### config.mk
export PLATFORM = sky130hd
export DESIGN_NAME = plm_latency_monitor
export DESIGN_NICKNAME = d
export VERILOG_FILES = /design/src/plm_pkg.sv /design/src/plm_latency_monitor.sv
export VERILOG_INCLUDE_DIRS = /design/src /design/src/src
export SDC_FILE = /design/constraint.sdc
export NUM_CORES = 1
export LEC_CHECK = 0
export ABC_AREA = 1
export BUFFER_PORTS_ARGS = -buffer_cell sky130_fd_sc_hd__buf_2
export CAP_MARGIN = 5
export CORE_MARGIN = 1
export CORE_UTILIZATION = 44
export DETAILED_ROUTE_END_ITERATION = 10
export PLACE_DENSITY = 0.82
export SYNTH_ARGS = -nofsm -noshare
export SYNTH_HDL_FRONTEND = slang
export SYNTH_SLANG_ARGS = --single-unit
### constraint.sdc
create_clock -name core_clk -period 1.35 [get_ports core_clk]
set_clock_uncertainty 0.05 [all_clocks]
set_input_delay 0.135 -clock core_clk [delete_from_list [all_inputs] [get_ports core_clk]]
set_output_delay 0.135 -clock core_clk [all_outputs]
set_load 0.005 [all_outputs]
### src/plm_cfg.svh
`ifndef PLM_CFG_SVH
`define PLM_CFG_SVH

`define PLM_FLAG_W 16
`define PLM_TGT_BIT 12
`define PLM_MST_BIT 11
`define PLM_PCI_TGT_INIT_CLKS 16
`define PLM_PCI_SUBSEQ_CLKS 8
`define PLM_PCI_MST_INIT_CLKS 8
`define PLM_EARLY_CLKS 1
`define PLM_TGT_INIT_THR (`PLM_PCI_TGT_INIT_CLKS + 1 - `PLM_EARLY_CLKS)
`define PLM_SUBSEQ_THR (`PLM_PCI_SUBSEQ_CLKS + 1 - `PLM_EARLY_CLKS)
`define PLM_MST_INIT_THR (`PLM_PCI_MST_INIT_CLKS + 1 - `PLM_EARLY_CLKS)
`define PLM_CNT_W 5

`endif

### src/plm_pkg.sv
package plm_pkg;
    typedef enum logic [1:0] {
        PLM_IDLE = 2'b01,
        PLM_BUSY = 2'b10
    } plm_state_type;
    typedef logic [15:0] plm_flags_type;
endpackage

### src/plm_latency_monitor.sv
`timescale 1ns/100ps
`include "plm_cfg.svh"
module plm_latency_monitor #(
    parameter int CNT_W = `PLM_CNT_W
) (
    input wire logic core_clk,
    input wire logic rst_n,
    input wire logic hostArbEn,
    input wire logic extMasterOwn,
    input wire logic memReadCmd,
    input wire logic parErrRespEn,
    input wire logic frame_n,
    input wire logic irdy_n,
    input wire logic trdy_n,
    input wire logic stop_n,
    input wire logic [31:0] ad,
    input wire logic [3:0] cbe_n,
    input wire logic par,
    input wire plm_pkg::plm_flags_type arbEventMask,
    input wire plm_pkg::plm_flags_type arbFlagClr,
    input wire logic parFlagClr,
    output logic [`PLM_FLAG_W-1:0] arbEventFlags,
    output logic arbIrq,
    output logic perrOut_n,
    output logic perrOe,
    output logic parErrDetected
);
    import plm_pkg::*;

    localparam logic [CNT_W-1:0] CNT_MAX = '1;
    localparam int FLAG_BIT [2] = '{`PLM_TGT_BIT, `PLM_MST_BIT};

    plm_state_type state_r;
    logic [CNT_W-1:0] phaseCnt_r;
    logic firstPhase_r;
    logic tgtSeen_r;
    logic mstSeen_r;
    logic [`PLM_FLAG_W-1:0] flags_r;
    logic irq_r;
    logic [31:0] adCap_r;
    logic [3:0] cbeCap_r;
    logic chkPend_r;
    logic chkGap_r;
    logic perrPend_r;
    logic perrOut_n_r;
    logic perrOe_r;
    logic parFlag_r;
    logic busy;
    logic phaseDone;
    logic tgtEvt;
    logic mstEvt;
    logic parBad;
    logic [1:0] evt;

    // latency threshold for the awaited signal in this data phase
    function automatic logic [CNT_W-1:0] limitFor(input logic first,
                                                  input logic isTgt);
        logic [CNT_W-1:0] lim;
        lim = CNT_W'(`PLM_SUBSEQ_THR);
        if (first && isTgt) begin
            lim = CNT_W'(`PLM_TGT_INIT_THR);
        end else if (first) begin
            lim = CNT_W'(`PLM_MST_INIT_THR);
        end
        return lim;
    endfunction

    assign busy = (state_r == PLM_BUSY);
    assign phaseDone = busy && !irdy_n && (!trdy_n || !stop_n);

    // threshold one clock early, equal to the bus limit
    assign tgtEvt = hostArbEn && busy && !tgtSeen_r
                    && (phaseCnt_r == limitFor(firstPhase_r, 1'b1));
    assign mstEvt = hostArbEn && extMasterOwn && busy && !mstSeen_r
                    && (phaseCnt_r == limitFor(firstPhase_r, 1'b0));
    assign evt = {mstEvt, tgtEvt};

    always_ff @(posedge core_clk) begin
        if (!rst_n) begin
            state_r <= PLM_IDLE;
        end else begin
            case (state_r)
                PLM_IDLE: begin
                    if (!frame_n) begin
                        state_r <= PLM_BUSY;
                    end
                end
                PLM_BUSY: begin
                    if (frame_n && irdy_n) begin
                        state_r <= PLM_IDLE;
                    end
                end
                default: begin
                    state_r <= PLM_IDLE;
                end
            endcase
        end
    end

    // restart at FRAME# and at each completed data phase
    always_ff @(posedge core_clk) begin
        if (!rst_n) begin
            phaseCnt_r <= '0;
            firstPhase_r <= 1'b1;
        end else if (!busy) begin
            phaseCnt_r <= !frame_n ? CNT_W'(1) : '0;
            firstPhase_r <= 1'b1;
        end else if (phaseDone) begin
            phaseCnt_r <= CNT_W'(1);
            firstPhase_r <= 1'b0;
        end else if (phaseCnt_r != CNT_MAX) begin
            phaseCnt_r <= phaseCnt_r + CNT_W'(1);
        end
    end

    // stop watching once the awaited signal is seen
    always_ff @(posedge core_clk) begin
        if (!rst_n) begin
            tgtSeen_r <= 1'b0;
            mstSeen_r <= 1'b0;
        end else if (!busy || phaseDone) begin
            tgtSeen_r <= 1'b0;
            mstSeen_r <= 1'b0;
        end else begin
            if (!trdy_n || !stop_n || tgtEvt) begin
                tgtSeen_r <= 1'b1;
            end
            if (!irdy_n || mstEvt) begin
                mstSeen_r <= 1'b1;
            end
        end
    end

    // sticky timeout flags, set wins over clear
    generate
        for (genvar i = 0; i < `PLM_FLAG_W; i++) begin : g_flag
            if (i == FLAG_BIT[0] || i == FLAG_BIT[1]) begin : g_used
                localparam int E = (i == FLAG_BIT[0]) ? 0 : 1;
                always_ff @(posedge core_clk) begin
                    if (!rst_n) begin
                        flags_r[i] <= 1'b0;
                    end else if (evt[E]) begin
                        flags_r[i] <= 1'b1;
                    end else if (arbFlagClr[i]) begin
                        flags_r[i] <= 1'b0;
                    end
                end
            end else begin : g_zero
                always_ff @(posedge core_clk) begin
                    flags_r[i] <= 1'b0;
                end
            end
        end
    endgenerate

    // mask bit at 0 blocks the interrupt
    always_ff @(posedge core_clk) begin
        if (!rst_n) begin
            irq_r <= 1'b0;
        end else begin
            irq_r <= |(flags_r & arbEventMask);
        end
    end

    // capture each data phase of our own read for the parity check
    always_ff @(posedge core_clk) begin
        if (!rst_n) begin
            adCap_r <= '0;
            cbeCap_r <= '0;
            chkPend_r <= 1'b0;
            chkGap_r <= 1'b0;
        end else begin
            adCap_r <= ad;
            cbeCap_r <= cbe_n;
            chkPend_r <= busy && !extMasterOwn && memReadCmd
                         && !irdy_n && !trdy_n;
            // with parity response on, disconnect with data skips the check
            chkGap_r <= parErrRespEn && !stop_n;
        end
    end

    assign parBad = (^{adCap_r, cbeCap_r}) != par;

    always_ff @(posedge core_clk) begin
        if (!rst_n) begin
            perrPend_r <= 1'b0;
            perrOut_n_r <= 1'b1;
            perrOe_r <= 1'b0;
        end else begin
            perrPend_r <= chkPend_r && !chkGap_r && parBad && parErrRespEn;
            perrOut_n_r <= !(chkPend_r && !chkGap_r && parBad
                             && parErrRespEn);
            perrOe_r <= (chkPend_r && !chkGap_r && parBad && parErrRespEn)
                        || perrPend_r;
        end
    end

    // detected status, set wins over clear
    always_ff @(posedge core_clk) begin
        if (!rst_n) begin
            parFlag_r <= 1'b0;
        end else if (chkPend_r && !chkGap_r && parBad) begin
            parFlag_r <= 1'b1;
        end else if (parFlagClr) begin
            parFlag_r <= 1'b0;
        end
    end

    assign arbEventFlags = flags_r;
    assign arbIrq = irq_r;
    assign perrOut_n = perrOut_n_r;
    assign perrOe = perrOe_r;
    assign parErrDetected = parFlag_r;
endmodule // plm_latency_monitor

==> results.md <==
| Quantity | Reported |
|---|---|
| Sw Ratio | 26.3% |
| Number of flip-flops and latches in the synthesized netlist | 55 |
| IO Count | 100 |
| Int Power | 2.56 mW |
| Final Critical Period | 1.53 ns |
| Crit start category | flip-flop |
| Total power per unit cell area | 926 mW/mm2 |
| Maximum fanout encountered on the critical timing path | 4 |
| Violated checks | negative setup slack |
| Hold WC Path Type | in2reg |
| Capture point of the worst reg-to-reg path | perrOut_n |
| Post-layout utilization of the core | 63.3% |
| Critical path cell sequence | nand2_1, nand2_2, inv_2, nand2_1, nand2_1, nand2_1, nand2_1, nand2_2, nand2_2, nand2_2, nand2_2, nand2_2, nand3_4, nor2_4, inv_2 |
| Vertical extent of the die | 80.3 um |
| Total power | 3.47 mW |
| Clk slew on worst S/H paths | 0.10 ns |
| RSZ-0062 raised after global routing | true |
| Hold Crit Start | arbFlagClr[12] |
| Average via count per standard cell | 4.41 |
| Warnings from Yosys | 0 |
| Instance count of the mapped netlist | 398 |
| Total number of vias | 2568 |
| Required time at the endpoint of the critical path | 1.50 ns |
| Origin of the critical flop-to-flop path | adCap_r[5] |
| Worst supply voltage drop on vdd | 0.791 mV |
| Post-synth top area share | 40.9% |
| Root cell of the clock tree | clkbuf_8 |
| Ratio of cells with drive above 1 in the final layout | 31.2% |
| Most numerous cell in the Yosys netlist | nand2_1 |
| Count of port buffers added during placement | 57 |
| Worst setup timing slack at the placement stage | -0.210 ns |
| Net Sw Power | 0.914 mW |
| Max Clock Freq | 652 MHz |
| Number of synthesized flops with an enable pin | 0 |
| Number of antenna cells inserted | 0 |
| Clock buffer count from CTS | 5 |
| Post-synthesis instance area | 0.00270 mm2 |
| Slowest stage delay, CP | 0.35 ns |
| Area enclosed by the die boundary | 0.00644 mm2 |
| Clk_lat worst skew | 0.30 ns |
| Starting utilization of the core area | 45.5% |
| Final slew viol count | 0 |
| Drt drc | 0 |
| CP Class | reg2reg |
| Floorplan row count | 28 |
| Most area-consuming cells after synthesis | dfxtp_1 41%, nand2_1 24%, inv_1 9.9% |
| Most numerous cell on the critical path | nand2_2 |
| Main synth FF type | dfxtp_1 |
| Horizontal extent of the die | 80.3 um |
| Most instantiated cells after synthesis | 169 x nand2_1, 71 x inv_1, 55 x dfxtp_1, 14 x buf_4, 14 x nand2_2 |
| Data arrival time of the critical path | 1.69 ns |
| Clock tree from TritonCTS | built |
| Endpoint kind of the worst setup timing path | flip-flop |
| Number of antenna violations at the first check in global routing | 0 |
| Setup slack on the worst flop-to-flop path | -0.18 ns |
| Global-route wire length before repair | 9270 um |
| Number of DRC markers in iteration 0 | 34 |
| Number of clock sinks | 55 |
| Max-cap viol count | 0 |
| Total global-route track usage | 18.5% |
| HPWL after detailed placement | 3880 um |
| Status | finished with violations |
| Core ar. | 0.00592 mm2 |
| Most area-hungry cell type in the Yosys netlist | dfxtp_1 |
| Number of iterations in the first detailed-routing pass | 4 |
| CTS H-Tree Depth | 2 |
| Share of power burned in combinational logic | 19.2% |
| Hold Path Stages | 4 |
| Number of global-route vias before repair | 2348 |
| Largest net degree at the start of global routing | 21 |
| Hold Crit Endpoint | arbEventFlags[12] |
| Clock buffer depth | 2 |
| Fin. Hold Viols | 0 |
| Total grt overflow | 0 |
| Cells on worst reg2reg path | 15 |
| Number of setup violations in the final report | 10 |
| Post-synth ARST share | 0% |
| Post-DR wirelength/cell | 10.3 um |
| Critical Path Slowest Stage Cell | dfxtp_2 |
| Sequential group share of total power | 50.2% |
| Sequential cell area fraction in the yosys report | 40.9% |
| GPL Wtd Cong | 0.899 |
| Synth cell types | 28 |
| Total length of routed wires | 6000 um |
| Clock network fraction of total power | 30.5% |
| Min setup slack post-route | -0.184 ns |
| Final nets | 589 |
| Detail Route Antenna Nets | 0 |
| Static leakage | 2.09 nW |
| Synthesized area per cell | 6.77 um2 |
| Layout overhead on the synthesized area | 39.0% |
| Fraction of the cycle the final worst path needs | 114% |
| Sum of negative setup slack | -0.971 ns |
[routing by layer]
layer	wire, um	track usage (%)	vias to the layer above	part of all wire (%)
li1	-	-	1346	-
met1	2140	17.7	1153	36
met2	3530	39.2	58	59
met3	215	3.86	11	3.6
met4	106	4.29	0	1.8
met5	0	0	-	0
[how the worst max path moves through the flow]
| stage | startpoint | to | slack [ns] | depth (start not counted) |
|---|---|---|---|---|
| floorplan | adCap_r[8] | perrOut_n | -0.02 | 16 |
| global placement | adCap_r[0] | perrOut_n | -0.1 | 15 |
| detailed placement | cbeCap_r[0] | perrOut_n | -0.21 | 15 |
| CTS | adCap_r[8] | perrOut_n | -0.18 | 16 |
| global route | cbeCap_r[3] | perrOut_n | -0.31 | 15 |
| finish | adCap_r[5] | perrOut_n | -0.18 | 15 |
[critical path, delay by kind of cell, from the launching register on]
family                 cells  cell delay [ns]
AND/OR/NAND/NOR           13             0.94
buffers and inverters      2             0.09
flip-flops                 1             0.35
[final cells by class]
class,count,area (um2)
fill,519,2170
multi-input combinational,260,1350
sequential,55,1120
timing repair buffer,107,773
inverter,77,297
tap,75,93.8
clock buffer,5,68.8
clock inverter,3,43.8
[per-stage QoR]
| step | instance area, um2 | std cells | hold slack, ns |
|---|---|---|---|
| after detailed placement | 3070 | 532 | 0.270 |
| final | 3750 | 582 | 0.0179 |
| after global placement | 3070 | 532 | 0.267 |
| after CTS | 3660 | 582 | 0.0110 |
| after floorplan | 2750 | 411 | 0.157 |
| after global routing | 3750 | 582 | 0.0205 |
[sequential cells by signal, summed over array words and instances (netlist names)]
signal,cells
adCap_r,32
phaseCnt_r,5
cbeCap_r,4
arbEventFlags,2
state_r,2
arbIrq,1
chkGap_r,1
chkPend_r,1
firstPhase_r,1
mstSeen_r,1
parErrDetected,1
perrOe,1
perrOut_n,1
perrPend_r,1
tgtSeen_r,1
[cells by family after synthesis]
group | share of synthesized area, %
fa+ha+maj | 1.39
compound gates | 3.16
other cells | 0.139
xor+xnor | 6.50
simple gates | 32.6
flops | 40.9
buf+inv | 15.3
[power by group through the flow]
stage / combinational, mW / sequential, mW / clock (mW)
final: 0.667 / 1.74 / 1.06
after global routing: 0.761 / 1.75 / 1.16
after CTS: 0.647 / 1.74 / 1.10
after detailed placement: 0.549 / 1.77 / 0
after global placement: 0.520 / 1.77 / 0
after floorplan: 0.428 / 1.77 / 0
[placed cells by master (no fill, tap or decap), types with 2 or more instances in the layout]
master	synthesis	layout
buf_2	0	57
nand3_2	2	2
clkbuf_8	0	5
nand2_1	169	154
dlygate4sd3_1	0	39
nand3_1	6	6
dfxtp_2	0	19
buf_4	14	7
nor2_2	0	2
nand2_4	1	2
nor3_1	2	2
inv_1	71	61
dfxtp_1	55	36
ha_4	0	3
a21oi_1	8	5
a21oi_2	1	4
inv_4	0	3
nor2_4	1	2
inv_2	6	13
xor2_1	11	11
xnor2_1	9	9
conb_1	1	14
nand2_2	14	28
nor2_1	10	7
buf_6	0	4
[timing repair]
item / in CTS / in global routing
pin swaps: 17 / 9
hold buffers: 39 / 0
cloned: 0 / 0
setup buffers: 3 / 0
endpoints found under the setup margin: 11 / 12
hold endpoints to repair: 39 / 0
gates resized for setup: 26 / 31
(Power assumes the default switching activity.)
